===== src/design/edmod_pkg.sv =====
// constants for the edge demodulation timer capture block
package edmod_pkg;
  localparam int unsigned AW = 14;
  localparam int unsigned DW = 8;
  // register indexes; byte address is four times the index
  localparam logic [11:0] IX_RELOAD_LOW = 12'hd00;
  localparam logic [11:0] IX_RELOAD_HIGH = 12'hd01;
  localparam logic [11:0] IX_TIMER_CTL = 12'hd02;
  localparam logic [11:0] IX_EDGE_CTL = 12'hd03;
  localparam logic [11:0] IX_EXTRA_CTL = 12'hd04;
  localparam logic [11:0] IX_RISE_CAP = 12'hd05;
  localparam logic [11:0] IX_FALL_CAP = 12'hd06;
  localparam logic [11:0] IX_WORD_HOLD = 12'hd07;
  localparam logic [11:0] IX_WORD_CAP = 12'hd08;
  localparam logic [11:0] IX_INT_STATUS = 12'hd09;
  localparam logic [11:0] IX_INT_CLEAR = 12'hd0a;
  localparam logic [11:0] IX_INT_ENABLE = 12'hd0b;
  localparam logic [11:0] IX_COUNT = 12'hd0c;
  localparam logic [13:0] A_RELOAD_LOW = {IX_RELOAD_LOW, 2'b00};
  localparam logic [13:0] A_RELOAD_HIGH = {IX_RELOAD_HIGH, 2'b00};
  localparam logic [13:0] A_TIMER_CTL = {IX_TIMER_CTL, 2'b00};
  localparam logic [13:0] A_EDGE_CTL = {IX_EDGE_CTL, 2'b00};
  localparam logic [13:0] A_EXTRA_CTL = {IX_EXTRA_CTL, 2'b00};
  localparam logic [13:0] A_RISE_CAP = {IX_RISE_CAP, 2'b00};
  localparam logic [13:0] A_FALL_CAP = {IX_FALL_CAP, 2'b00};
  localparam logic [13:0] A_WORD_HOLD = {IX_WORD_HOLD, 2'b00};
  localparam logic [13:0] A_WORD_CAP = {IX_WORD_CAP, 2'b00};
  localparam logic [13:0] A_INT_STATUS = {IX_INT_STATUS, 2'b00};
  localparam logic [13:0] A_INT_CLEAR = {IX_INT_CLEAR, 2'b00};
  localparam logic [13:0] A_INT_ENABLE = {IX_INT_ENABLE, 2'b00};
  localparam logic [13:0] A_COUNT = {IX_COUNT, 2'b00};
  // field positions
  localparam int unsigned B_TMR_EN = 0;
  localparam int unsigned B_TO_IE = 1;
  localparam int unsigned B_CAP_IE = 2;
  localparam int unsigned B_TO_FLAG = 5;
  localparam int unsigned B_SEL_LO = 4;
  localparam int unsigned B_RISE_FLAG = 0;
  localparam int unsigned B_FALL_FLAG = 1;
  localparam int unsigned B_DELAY = 4;
  localparam int unsigned B_INT_CAP = 0;
  localparam int unsigned B_INT_TO = 1;
  localparam int unsigned NUM_INT = 2;
  // edge select codes
  localparam logic [1:0] SEL_NONE = 2'h0;
  localparam logic [1:0] SEL_RISE = 2'h1;
  localparam logic [1:0] SEL_FALL = 2'h2;
  localparam logic [1:0] SEL_BOTH = 2'h3;
  // reset and reload values
  localparam logic [7:0] RST_BYTE = 8'h00;
  localparam logic [7:0] CNT_FULL = 8'hff;
  localparam logic [7:0] CNT_ZERO = 8'h00;
  localparam logic [1:0] SKIP_EDGES = 2'h2;
  localparam logic [1:0] DELAY_CAPS = 2'h2;
  localparam int unsigned TICK_DIV = 1;
endpackage


===== src/design/edmod_edge_if.sv =====
// edge events passed from the input synchroniser to the timer core
`timescale 1ns/1ns
`default_nettype none
interface edmod_edge_if;
  logic rise;
  logic fall;
  modport src (output rise, output fall);
  modport dst (input rise, input fall);
endinterface
`default_nettype wire


===== src/design/edmod_edge_sync.sv =====
// pulse input synchroniser and edge detector
`timescale 1ns/1ns
`default_nettype none
module edmod_edge_sync (
  input wire logic sys_clk, // system clock
  input wire logic rst, // synchronous reset
  input wire logic pulse_in, // external modulated input
  edmod_edge_if.src edge_o // one-cycle edge pulses
);
  typedef struct packed {
    logic meta;
    logic sync;
    logic last;
  } edmod_sync_t;
  edmod_sync_t st_reg;
  edmod_sync_t st_next;

  always_comb begin
    st_next = st_reg;
    st_next.meta = pulse_in;
    st_next.sync = st_reg.meta;
    st_next.last = st_reg.sync;
  end

  always_ff @(posedge sys_clk) begin
    if (rst) begin
      st_reg <= '0;
    end else begin
      st_reg <= st_next;
    end
  end

  // compare two settled samples, never the first stage
  assign edge_o.rise = st_reg.sync & ~st_reg.last;
  assign edge_o.fall = ~st_reg.sync & st_reg.last;
endmodule
`default_nettype wire


===== src/design/edmod_irq.sv =====
// sticky interrupt status with write-one clear and enable mask
`timescale 1ns/1ns
`default_nettype none
module edmod_irq #(
  parameter int unsigned N = 2
) (
  input wire logic sys_clk, // system clock
  input wire logic rst, // synchronous reset
  input wire logic [N-1:0] set, // event pulses
  input wire logic clr_wr, // clear register written
  input wire logic [N-1:0] clr_data, // ones clear bits
  input wire logic [N-1:0] enable, // per bit enable
  output logic [N-1:0] status, // sticky bits
  output logic irq // level interrupt
);
  typedef struct packed {
    logic [N-1:0] status;
  } edmod_irq_t;
  edmod_irq_t st_reg;
  edmod_irq_t st_next;
  logic [N-1:0] clr;

  always_comb begin
    st_next = st_reg;
    clr = clr_wr ? clr_data : '0;
    // set wins over a clear in the same cycle
    st_next.status = (st_reg.status & ~clr) | set;
  end

  always_ff @(posedge sys_clk) begin
    if (rst) begin
      st_reg <= '0;
    end else begin
      st_reg <= st_next;
    end
  end

  assign status = st_reg.status;
  assign irq = |(st_reg.status & enable);
endmodule
`default_nettype wire


===== src/design/edmod_top.sv =====
// edge demodulation timer with capture bytes and word timer bytes
//
// What this block does
// - timer enabled, first selected edge starts the down count
// - later selected edge stores the complemented count
// - rising edge fills the rise capture byte, falling the fall byte
// - capture sets its edge flag; interrupt only if capture enable set
// - counter reloads with all ones on each capture
// - count reaching zero sets timeout flag; interrupt if enabled
// - after timeout counter wraps to all ones and keeps going
// - delayed start ignores two edges, third edge starts counting
// - delayed start captures edges four and five, interrupt after five
// - word capture low byte is read only, writes ignored
// - word hold high byte is read write and feeds the word timer
// - both word timer bytes clear to zero on full reset
//
// Design decision made here: the plain strobed port.
`timescale 1ns/1ns
`default_nettype none
module edmod_top #(
  parameter int unsigned TICK_DIV = edmod_pkg::TICK_DIV
) (
  input wire logic sys_clk, // system clock, 125 MHz
  input wire logic rst, // synchronous reset, active high
  input wire logic [13:0] reg_addr, // register byte address
  input wire logic [7:0] reg_wdata, // write data
  input wire logic reg_wr, // write strobe
  input wire logic reg_rd, // read strobe
  output logic [7:0] reg_rdata, // read data, cycle after strobe
  input wire logic pulse_in, // external modulated pulse
  input wire logic word_cap_stb, // word timer capture strobe
  input wire logic [7:0] word_cap_in, // word timer captured low byte
  output logic [7:0] word_hold_high, // upper load byte for word timer
  output logic irq // level interrupt
);
  ////////////////////////////////////////////////////////////////////
  typedef enum logic [2:0] {
    ST_WAIT = 3'b001,
    ST_SKIP = 3'b010,
    ST_RUN = 3'b100
  } edmod_state_t;

  typedef struct packed {
    edmod_state_t state;
    logic [1:0] edges;
    logic [7:0] cnt;
    logic [7:0] tick_cnt;
    logic [7:0] reload_low;
    logic [7:0] reload_high;
    logic tmr_en;
    logic to_ie;
    logic cap_ie;
    logic [1:0] edge_sel;
    logic [1:0] edge_flag;
    logic delay_en;
    logic [7:0] rise_cap;
    logic [7:0] fall_cap;
    logic [7:0] word_hold;
    logic [7:0] word_cap;
    logic [7:0] rdata;
  } edmod_top_t;

  edmod_top_t st_reg;
  edmod_top_t st_next;

  ////////////////////////////////////////////////////////////////////
  edmod_edge_if edge_bus ();

  edmod_edge_sync u_sync (
    .sys_clk(sys_clk),
    .rst(rst),
    .pulse_in(pulse_in),
    .edge_o(edge_bus.src)
  );

  logic [edmod_pkg::NUM_INT-1:0] int_set;
  logic [edmod_pkg::NUM_INT-1:0] int_status;
  logic [edmod_pkg::NUM_INT-1:0] int_en_reg;
  logic [edmod_pkg::NUM_INT-1:0] int_en_next;
  logic [edmod_pkg::NUM_INT-1:0] int_gate;
  logic int_clr_wr;

  edmod_irq #(
    .N(edmod_pkg::NUM_INT)
  ) u_irq (
    .sys_clk(sys_clk),
    .rst(rst),
    .set(int_set),
    .clr_wr(int_clr_wr),
    .clr_data(reg_wdata[edmod_pkg::NUM_INT-1:0]),
    .enable(int_gate),
    .status(int_status),
    .irq(irq)
  );

  ////////////////////////////////////////////////////////////////////
  // qualified edge and tick
  logic sel_rise;
  logic sel_fall;
  logic qual;
  logic tick;
  logic wr_hit;

  assign sel_rise = edge_bus.rise & st_reg.edge_sel[0];
  assign sel_fall = edge_bus.fall & st_reg.edge_sel[1];
  assign qual = sel_rise | sel_fall;
  assign tick = (st_reg.tick_cnt == 8'(TICK_DIV - 1));
  assign wr_hit = reg_wr;

  // both the control bit and the mask must allow the line
  assign int_gate[edmod_pkg::B_INT_CAP] =
    st_reg.cap_ie & int_en_reg[edmod_pkg::B_INT_CAP];
  assign int_gate[edmod_pkg::B_INT_TO] =
    st_reg.to_ie & int_en_reg[edmod_pkg::B_INT_TO];
  assign int_clr_wr = wr_hit & (reg_addr == edmod_pkg::A_INT_CLEAR);

  ////////////////////////////////////////////////////////////////////
  localparam logic [1:0] DELAY_LAST = edmod_pkg::DELAY_CAPS - 2'h1;

  logic cap_ev;
  logic cap_irq_ev;
  logic to_ev;
  logic [7:0] cnt_dec;
  logic [1:0] flag_clr;

  always_comb begin
    st_next = st_reg;
    cap_ev = 1'b0;
    cap_irq_ev = 1'b0;
    to_ev = 1'b0;
    int_en_next = int_en_reg;
    cnt_dec = st_reg.cnt - 8'h01;
    flag_clr = 2'h0;

    // timer clock prescale
    if (tick) begin
      st_next.tick_cnt = 8'h00;
    end else begin
      st_next.tick_cnt = st_reg.tick_cnt + 8'h01;
    end

    case (st_reg.state)
      ST_WAIT: begin
        if (st_reg.tmr_en && qual) begin
          st_next.edges = 2'h0;
          if (st_reg.delay_en) begin
            // this edge is the first of the two ignored
            st_next.edges = 2'h1;
            st_next.state = ST_SKIP;
          end else begin
            st_next.cnt = edmod_pkg::CNT_FULL;
            st_next.state = ST_RUN;
          end
        end
      end
      ST_SKIP: begin
        if (qual) begin
          if (st_reg.edges == edmod_pkg::SKIP_EDGES) begin
            // third edge starts the count
            st_next.cnt = edmod_pkg::CNT_FULL;
            st_next.edges = 2'h0;
            st_next.state = ST_RUN;
          end else begin
            st_next.edges = st_reg.edges + 2'h1;
          end
        end
      end
      ST_RUN: begin
        if (qual) begin
          cap_ev = 1'b1;
          st_next.cnt = edmod_pkg::CNT_FULL;
          if (sel_rise) begin
            st_next.rise_cap = ~st_reg.cnt;
          end else begin
            st_next.fall_cap = ~st_reg.cnt;
          end
          if (st_reg.delay_en) begin
            st_next.edges = st_reg.edges + 2'h1;
            if (st_reg.edges == DELAY_LAST) begin
              // fifth edge: raise the interrupt, rearm for a new burst
              cap_irq_ev = 1'b1;
              st_next.edges = 2'h0;
              st_next.state = ST_WAIT;
            end
          end else begin
            cap_irq_ev = 1'b1;
          end
        end else if (tick) begin
          st_next.cnt = cnt_dec;
          if (cnt_dec == edmod_pkg::CNT_ZERO) begin
            to_ev = 1'b1;
          end
        end
      end
      default: begin
        st_next.state = ST_WAIT;
      end
    endcase

    // leaving enable drops any sequence in progress
    if (!st_reg.tmr_en) begin
      st_next.state = ST_WAIT;
      st_next.edges = 2'h0;
    end

    // register writes
    if (wr_hit) begin
      case (reg_addr)
        edmod_pkg::A_RELOAD_LOW: st_next.reload_low = reg_wdata;
        edmod_pkg::A_RELOAD_HIGH: st_next.reload_high = reg_wdata;
        edmod_pkg::A_TIMER_CTL: begin
          st_next.tmr_en = reg_wdata[edmod_pkg::B_TMR_EN];
          st_next.to_ie = reg_wdata[edmod_pkg::B_TO_IE];
          st_next.cap_ie = reg_wdata[edmod_pkg::B_CAP_IE];
        end
        edmod_pkg::A_EDGE_CTL: begin
          st_next.edge_sel = reg_wdata[edmod_pkg::B_SEL_LO +: 2];
          flag_clr = reg_wdata[1:0];
        end
        edmod_pkg::A_EXTRA_CTL: st_next.delay_en = reg_wdata[edmod_pkg::B_DELAY];
        edmod_pkg::A_WORD_HOLD: st_next.word_hold = reg_wdata;
        edmod_pkg::A_INT_ENABLE: int_en_next = reg_wdata[edmod_pkg::NUM_INT-1:0];
        // capture bytes and word capture are read only
        default: begin
        end
      endcase
    end

    // edge flags are sticky; a new capture beats a clear
    st_next.edge_flag = st_reg.edge_flag & ~flag_clr;
    if (cap_ev && sel_rise) begin
      st_next.edge_flag[edmod_pkg::B_RISE_FLAG] = 1'b1;
    end
    if (cap_ev && !sel_rise) begin
      st_next.edge_flag[edmod_pkg::B_FALL_FLAG] = 1'b1;
    end

    // word capture fed by the word timer only
    if (word_cap_stb) begin
      st_next.word_cap = word_cap_in;
    end

    // read data, one cycle after the strobe
    st_next.rdata = 8'h00;
    if (reg_rd) begin
      case (reg_addr)
        edmod_pkg::A_RELOAD_LOW: st_next.rdata = st_reg.reload_low;
        edmod_pkg::A_RELOAD_HIGH: st_next.rdata = st_reg.reload_high;
        edmod_pkg::A_TIMER_CTL: begin
          st_next.rdata[edmod_pkg::B_TMR_EN] = st_reg.tmr_en;
          st_next.rdata[edmod_pkg::B_TO_IE] = st_reg.to_ie;
          st_next.rdata[edmod_pkg::B_CAP_IE] = st_reg.cap_ie;
          st_next.rdata[edmod_pkg::B_TO_FLAG] = int_status[edmod_pkg::B_INT_TO];
        end
        edmod_pkg::A_EDGE_CTL: begin
          st_next.rdata[edmod_pkg::B_SEL_LO +: 2] = st_reg.edge_sel;
          st_next.rdata[1:0] = st_reg.edge_flag;
        end
        edmod_pkg::A_EXTRA_CTL: st_next.rdata[edmod_pkg::B_DELAY] = st_reg.delay_en;
        edmod_pkg::A_RISE_CAP: st_next.rdata = st_reg.rise_cap;
        edmod_pkg::A_FALL_CAP: st_next.rdata = st_reg.fall_cap;
        edmod_pkg::A_WORD_HOLD: st_next.rdata = st_reg.word_hold;
        edmod_pkg::A_WORD_CAP: st_next.rdata = st_reg.word_cap;
        edmod_pkg::A_INT_STATUS: st_next.rdata[edmod_pkg::NUM_INT-1:0] = int_status;
        edmod_pkg::A_INT_ENABLE: st_next.rdata[edmod_pkg::NUM_INT-1:0] = int_en_reg;
        edmod_pkg::A_COUNT: st_next.rdata = st_reg.cnt;
        default: st_next.rdata = 8'h00;
      endcase
    end
  end

  assign int_set[edmod_pkg::B_INT_CAP] = cap_irq_ev;
  assign int_set[edmod_pkg::B_INT_TO] = to_ev;

  ////////////////////////////////////////////////////////////////////
  always_ff @(posedge sys_clk) begin
    if (rst) begin
      st_reg.state <= ST_WAIT;
      st_reg.edges <= 2'h0;
      st_reg.cnt <= edmod_pkg::CNT_FULL;
      st_reg.tick_cnt <= 8'h00;
      st_reg.reload_low <= edmod_pkg::RST_BYTE;
      st_reg.reload_high <= edmod_pkg::RST_BYTE;
      st_reg.tmr_en <= 1'b0;
      st_reg.to_ie <= 1'b0;
      st_reg.cap_ie <= 1'b0;
      st_reg.edge_sel <= edmod_pkg::SEL_NONE;
      st_reg.edge_flag <= 2'h0;
      st_reg.delay_en <= 1'b0;
      st_reg.rise_cap <= edmod_pkg::RST_BYTE;
      st_reg.fall_cap <= edmod_pkg::RST_BYTE;
      st_reg.word_hold <= edmod_pkg::RST_BYTE;
      st_reg.word_cap <= edmod_pkg::RST_BYTE;
      st_reg.rdata <= 8'h00;
      int_en_reg <= '0;
    end else begin
      st_reg <= st_next;
      int_en_reg <= int_en_next;
    end
  end

  assign reg_rdata = st_reg.rdata;
  assign word_hold_high = st_reg.word_hold;
endmodule
`default_nettype wire


===== config.mk =====
export PLATFORM = sky130hd
export DESIGN_NAME = edmod_top
export DESIGN_NICKNAME = d
export VERILOG_FILES = /design/src/design/edmod_pkg.sv /design/src/design/edmod_edge_if.sv /design/src/design/edmod_edge_sync.sv /design/src/design/edmod_irq.sv /design/src/design/edmod_top.sv
export SDC_FILE = /design/constraint.sdc
export NUM_CORES = 1
export LEC_CHECK = 0
export BUFFER_PORTS_ARGS = -buffer_cell sky130_fd_sc_hd__clkbuf_2
export CORE_UTILIZATION = 53
export DETAILED_ROUTE_END_ITERATION = 8
export PLACE_DENSITY_LB_ADDON = 0.25
export SETUP_SLACK_MARGIN = 0.05
export SLEW_MARGIN = 15
export SYNTH_ARGS = -nofsm -noshare
export SYNTH_HDL_FRONTEND = slang
export SYNTH_SLANG_ARGS = --single-unit

===== constraint.sdc =====
create_clock -name sys_clk -period 1.8 [get_ports sys_clk]
set_input_delay 0.09 -clock sys_clk [delete_from_list [all_inputs] [get_ports sys_clk]]
set_output_delay 0.09 -clock sys_clk [all_outputs]
set_load 0.005 [all_outputs]

======== Word-level counts from Yosys, hierarchy flattened ========
Index checks and enable logic that the tools add are counted.
cells by class
  muxes and demuxes ....................... 36
  eq/ne operators ......................... 26
  reductions and logical operators ........ 23
  bitwise gates (word level) .............. 20
  add/sub/neg operators ................... 3
operators by type and width
  kind                                                                count
  14-bit equality test, second input constant                         13
  8-bit 2-to-1 mux                                                    4
  10-bit one-hot mux with 3 select lines                              1
  13-bit 2-to-1 mux                                                   2
  2-bit one-hot mux with 11 select lines                              1
  1-bit one-hot mux with 9 select lines                               2
  8-bit logical NOT                                                   2
  5-bit 2-to-1 mux                                                    3
  2-bit != test, second input constant                                7
  2-bit one-hot mux with 7 select lines                               1
  2-bit AND reduction                                                 7
  1-bit 2-to-1 mux                                                    13
  6-bit AND reduction                                                 2
  3-bit one-hot mux with 3 select lines                               1
  8-bit by 1-bit adder with 8-bit output, second input constant       1
  2-bit 2-to-1 mux                                                    4
  8-bit inverter                                                      1
  1-bit one-hot mux with 8 select lines                               1
  2-bit OR reduction                                                  4
  8-bit by 1-bit subtractor with 8-bit output, second input constant  1
  1-bit bitwise AND                                                   7
  1-bit one-hot mux with 7 select lines                               1
  2-bit bitwise AND                                                   3
  3-bit 2-to-1 mux                                                    2
  16 further kinds                                                    24
storage, ports and cells
  input bits .............................. 36
  output and inout bits ................... 17
  logic and storage cells ................. 130
  register bits ........................... 92

======== Longest topological paths before layout ========
  depth in word-level cells ............... 8
  depth in mapped cells ................... 7

======== Hierarchy ========
A second synthesis with hierarchy kept.
unflattened totals
  cells, all modules ...................... 553
  area total of the unflattened synthesis .. 4814.6 µm²
modules (own cells, without submodules)
  module           area an instance (µm²)  cells each  times used
  edmod_top        4642.0                  536         1
  edmod_edge_sync  91.3                    8           1
  edmod_irq        81.3                    9           1

======== Least setup slack after synthesis ========
Ideal clock, no wire load.
  path kind ............................... register to register
  start ................................... reg st_reg[64] (netlist bit)
  end ..................................... reg st_reg[76] (netlist bit)
  buffers on the path ..................... 0
  data required time ...................... 1.704 ns
  library setup time ...................... 0.096 ns
  arrival ................................. 1.794 ns
  path slack .............................. -0.089 ns
  cell stages (with the launch flop) ...... 8
  path through ............................ dfxtp_1 -> inv_1 -> ha_1 -> or4b_4 -> nor4_4 -> or3_1 -> o221ai_2 -> o311ai_1
between the ends
  cells in the longest elaborated chain, start to end .. 3
ends and longest elaborated chain
  what                           RTL line          text
  start, declared                edmod_top.sv:63   edmod_top_t st_reg;
  start signal, assigned         edmod_top.sv:297  st_reg <= st_next;
  8-bit logical NOT              edmod_top.sv:107  assign tick = (st_reg.tick_cnt == 8'(TICK_DIV - 1));
  3-bit != test (no line)        --
  6-bit AND reduction (no line)  --
Every way passes these cells.
A chain may end at the register's enable or synchronous reset.

======== Final worst setup path ========
Same ends and word-level chain as after synthesis.

==> results_dict.tcl <==
set metrics [dict create \
    status "finished, violations left" \
    failed_checks "negative setup slack" \
    async_flop_share_pct 0 \
    critPathArrivalTime_ps 2110 \
    r2r_start "st_reg[64]$_SDFF_PP0_" \
    clkPwrFrac_pct 38.2 \
    cts-root-buf "clkbuf_8" \
    drtIter0Drc 271 \
    grtUsageMet3_pct 5.50 \
    n_antenna_cell 0 \
    synth_top_area_cell "dfxtp_1" \
    vias 4182 \
    worstHoldStart "reg_wdata[6]" \
    cts_buffers 9 \
    place_ws_ps -66.2 \
    clk-insertion-delay-late_ps 370 \
    synth_edf_count 0 \
    grt_pass1_wl_um 19000 \
    place.port_buffers 52 \
    drc 0 \
    wirelength_um 12200 \
    switching_share_pct 24.4 \
    crit_fanout 8 \
    setup_viol_count_final 5 \
    syn-cell-area_um2 4620 \
    drv_cap 0 \
    clock-skew-final_ps 17.7 \
    busiest_layer "met2" \
    track_usage_pct 27.7 \
    whs_endpoint "word_hold_high[6]$_SDFFE_PP0P_" \
    synth_fa_ha_area_share_pct 1.08 \
    grt_antenna_before_repair 0 \
    rr_worst_depth 7 \
    area_delta_synth_final_pct 16.9 \
    hold_class "in -> reg" \
    core_um2 8340 \
    start_util_pct 55.4 \
    rows 33 \
    path_class "reg -> reg" \
    dr.pass1.iters 6 \
    synth_compound_area_share_pct 12.9 \
    synth_flop_cell "dfxtp_1" \
    die_area_um2 9100 \
    synth_seq_area_share_pct 39.9 \
    wl_per_cell_um 17.2 \
    synthTopCellsByArea "dfxtp_1 40%, mux2i_1 8.9%, nor2_1 7.6%, a21oi_1 4.5%, mux2_2 3.7%" \
    fmax_mhz 544 \
    yosys.area_share.simple_pct 24.0 \
    end_kind "register" \
    grt_util_met2_pct 43.9 \
    synthMuxAreaShare_pct 13.5 \
    grt_max_degree 44 \
    via_per_inst 5.92 \
    gp_congestion 0.903 \
    p_seq_share_pct 55.7 \
    crit_required_ps 2070 \
    power.leakage_nw 2.18 \
    yosysWarnings 0 \
    tightest_slew_ps 539 \
    nNetsFinal 637 \
    rsz0062_at_grt "yes" \
    min_period_ps 1840 \
    io_pins 53 \
    yosysUniqueCellTypes 55 \
    grt_pass1_vias 3824 \
    drv_slew 0 \
    largest_reg_flops 69 \
    ant_nets 0 \
    dp_hpwl_um 8720 \
    p_comb_share_pct 6.1 \
    overflow 0 \
    finalCritPeriodShare_pct 102 \
    ys_ff_latch 92 \
    yosysTopAreaCellShare_pct 39.9 \
    synth-xor-area-share_pct 2.09 \
    max-slew-margin-rel_pct 63.7 \
    worstHoldPathCells 3 \
    post_synth.cell_area_avg_um2 8.70 \
    drive_above_1_share_pct 24.3 \
    cts_buffer_depth 2 \
    worstReg2RegEnd "st_reg[76]$_SDFFE_PP1P_" \
    hold_viol_final 0 \
    ff2ff_setup_slack_ps -40 \
    powerDensity_nw_per_um2 683 \
    synth_top_family_by_area "simple AND/OR/NAND/NOR gates" \
    clk_pin_slew_ps 90 \
    synth_nets 571 \
    die_w_um 95.4 \
    final_util_pct 64.7 \
    netSwitchingPower_uw 902 \
    h-tree-depth 3 \
    p_int_mw 2.79 \
    start_kind "register" \
    synthCells 531 \
    clock_sinks 92 \
    die_y_um 95.4 \
    cts_tree "yes" \
    grt_use_met1_pct 36.1 \
    ir_worst_vdd_uv 403 \
    setup_ws_ps -37.9 \
]
==> how the worst max path moves through the flow <==
stage                                from                       to  cells past startpoint
finish              st_reg[64]$_SDFF_PP0_  st_reg[76]$_SDFFE_PP1P_                      7
global route        st_reg[64]$_SDFF_PP0_  st_reg[76]$_SDFFE_PP1P_                      8
CTS                 st_reg[64]$_SDFF_PP0_  st_reg[77]$_SDFFE_PP1P_                      7
detailed placement  st_reg[64]$_SDFF_PP0_  st_reg[76]$_SDFFE_PP1P_                      7
global placement              reg_addr[7]  reg_rdata[5]$_SDFF_PP0_                      6
floorplan           st_reg[64]$_SDFF_PP0_  st_reg[76]$_SDFFE_PP1P_                      7
==> critical path: stages (launching register included) <==
cell,delay (ps)
dfxtp_2,330
inv_2,40
ha_1,130
or4b_4,470
nor4_4,170
or3_4,180
o221ai_4,160
o311ai_1,260
==> timing repair <==
action                                  CTS  global route
setup buffers                             0             1
gates resized for setup                   2             3
endpoints found under the hold margin    10             0
pin swaps                                 2             2
hold buffers                             10             0
endpoints found under the setup margin    9            18
==> cell usage after synthesis (3+ instances only) <==
| cell type | n |
|---|---|
| a21oi_1 | 42 |
| a22o_1 | 9 |
| a22oi_1 | 7 |
| a31oi_1 | 7 |
| and2_1 | 3 |
| and3_1 | 10 |
| buf_1 | 5 |
| buf_2 | 4 |
| buf_4 | 19 |
| clkbuf_1 | 20 |
| dfxtp_1 | 92 |
| ha_1 | 4 |
| inv_1 | 7 |
| mux2_2 | 15 |
| mux2i_1 | 41 |
| nand2_1 | 29 |
| nand2b_1 | 5 |
| nand3_1 | 23 |
| nand3b_1 | 4 |
| nand4_1 | 5 |
| nand4b_1 | 4 |
| nor2_1 | 94 |
| nor2b_1 | 11 |
| nor3_1 | 5 |
| o21ai_0 | 13 |
| o22ai_1 | 4 |
| o31ai_1 | 3 |
| xnor2_1 | 5 |
| xor2_1 | 6 |
==> power by group through the flow <==
stage | sequential (mW) | combinational (mW) | clock [mW]
2_1_floorplan | 2.10 | 0.106 | 0
3_3_place_gp | 2.10 | 0.202 | 0
3_5_place_dp | 2.10 | 0.203 | 0
4_1_cts | 2.06 | 0.221 | 1.44
5_1_grt | 2.06 | 0.238 | 1.53
6_report | 2.06 | 0.226 | 1.41
==> kinds of logic (layout without fill, tap and decap cells) <==
logic type                 count (synthesis)  count (layout)
and+or+nand+nor                          214             214
AOI/OAI and AO/OA                         95              95
DFF                                       92              92
muxes                                     58              58
buffers and inverters                     57             127
xor gates and xnor gates                  11              11
adders and majority gates                  4               4
==> per-layer routing <==
| layer | up-vias | share of wire (%) |
|---|---|---|
| li1 | 1993 | - |
| met2 | 199 | 46 |
| met4 | 0 | 3.0 |
| met5 | - | 0 |
| met1 | 1963 | 43 |
| met3 | 27 | 7.9 |
==> per-stage QoR <==
step                std cells  hold WS, ps  instance area (µm²)  power (mW)  TNS (ps)
finish                    706         32.5                 5400        3.69      -138
global route              706         30.9                 5400        3.82     -1040
CTS                       705         25.4                 5380        3.72      -178
detailed placement        680          313                 5080        2.31      -219
global placement          680          315                 5080        2.30     -71.1
floorplan                 531          200                 4640        2.21      -151
==> layout by cell type, fill, tap and decap left out, drive strengths merged, types with 3 or more instances in the layout <==
cell type and n:
nor2 95, dfxtp 92, clkbuf 61, buf 43, a21oi 42, mux2i 41, nand2 29, nand3 23
mux2 15, o21ai 13, nor2b 11, and3 10, dlygate4sd3 10, inv 10, a22o 9, a31oi 7
a22oi 7, nor3 7, xor2 6, nand4 6, nand2b 5, xnor2 5, nand4b 4, nand3b 4
o22ai 4, ha 4, nor4 4, and2 3, o31ai 3, nor3b 3
==> final cells by class <==
type / count / area, µm²
Fill cell: 699 / 2940
Multi-Input combinational cell: 382 / 2510
Sequential cell: 92 / 1840
Timing Repair Buffer: 105 / 699
Tap cell: 105 / 131
Clock buffer: 9 / 124
Clock inverter: 6 / 70.1
Inverter: 7 / 26.3
Power figures use the tool's default switching activity.
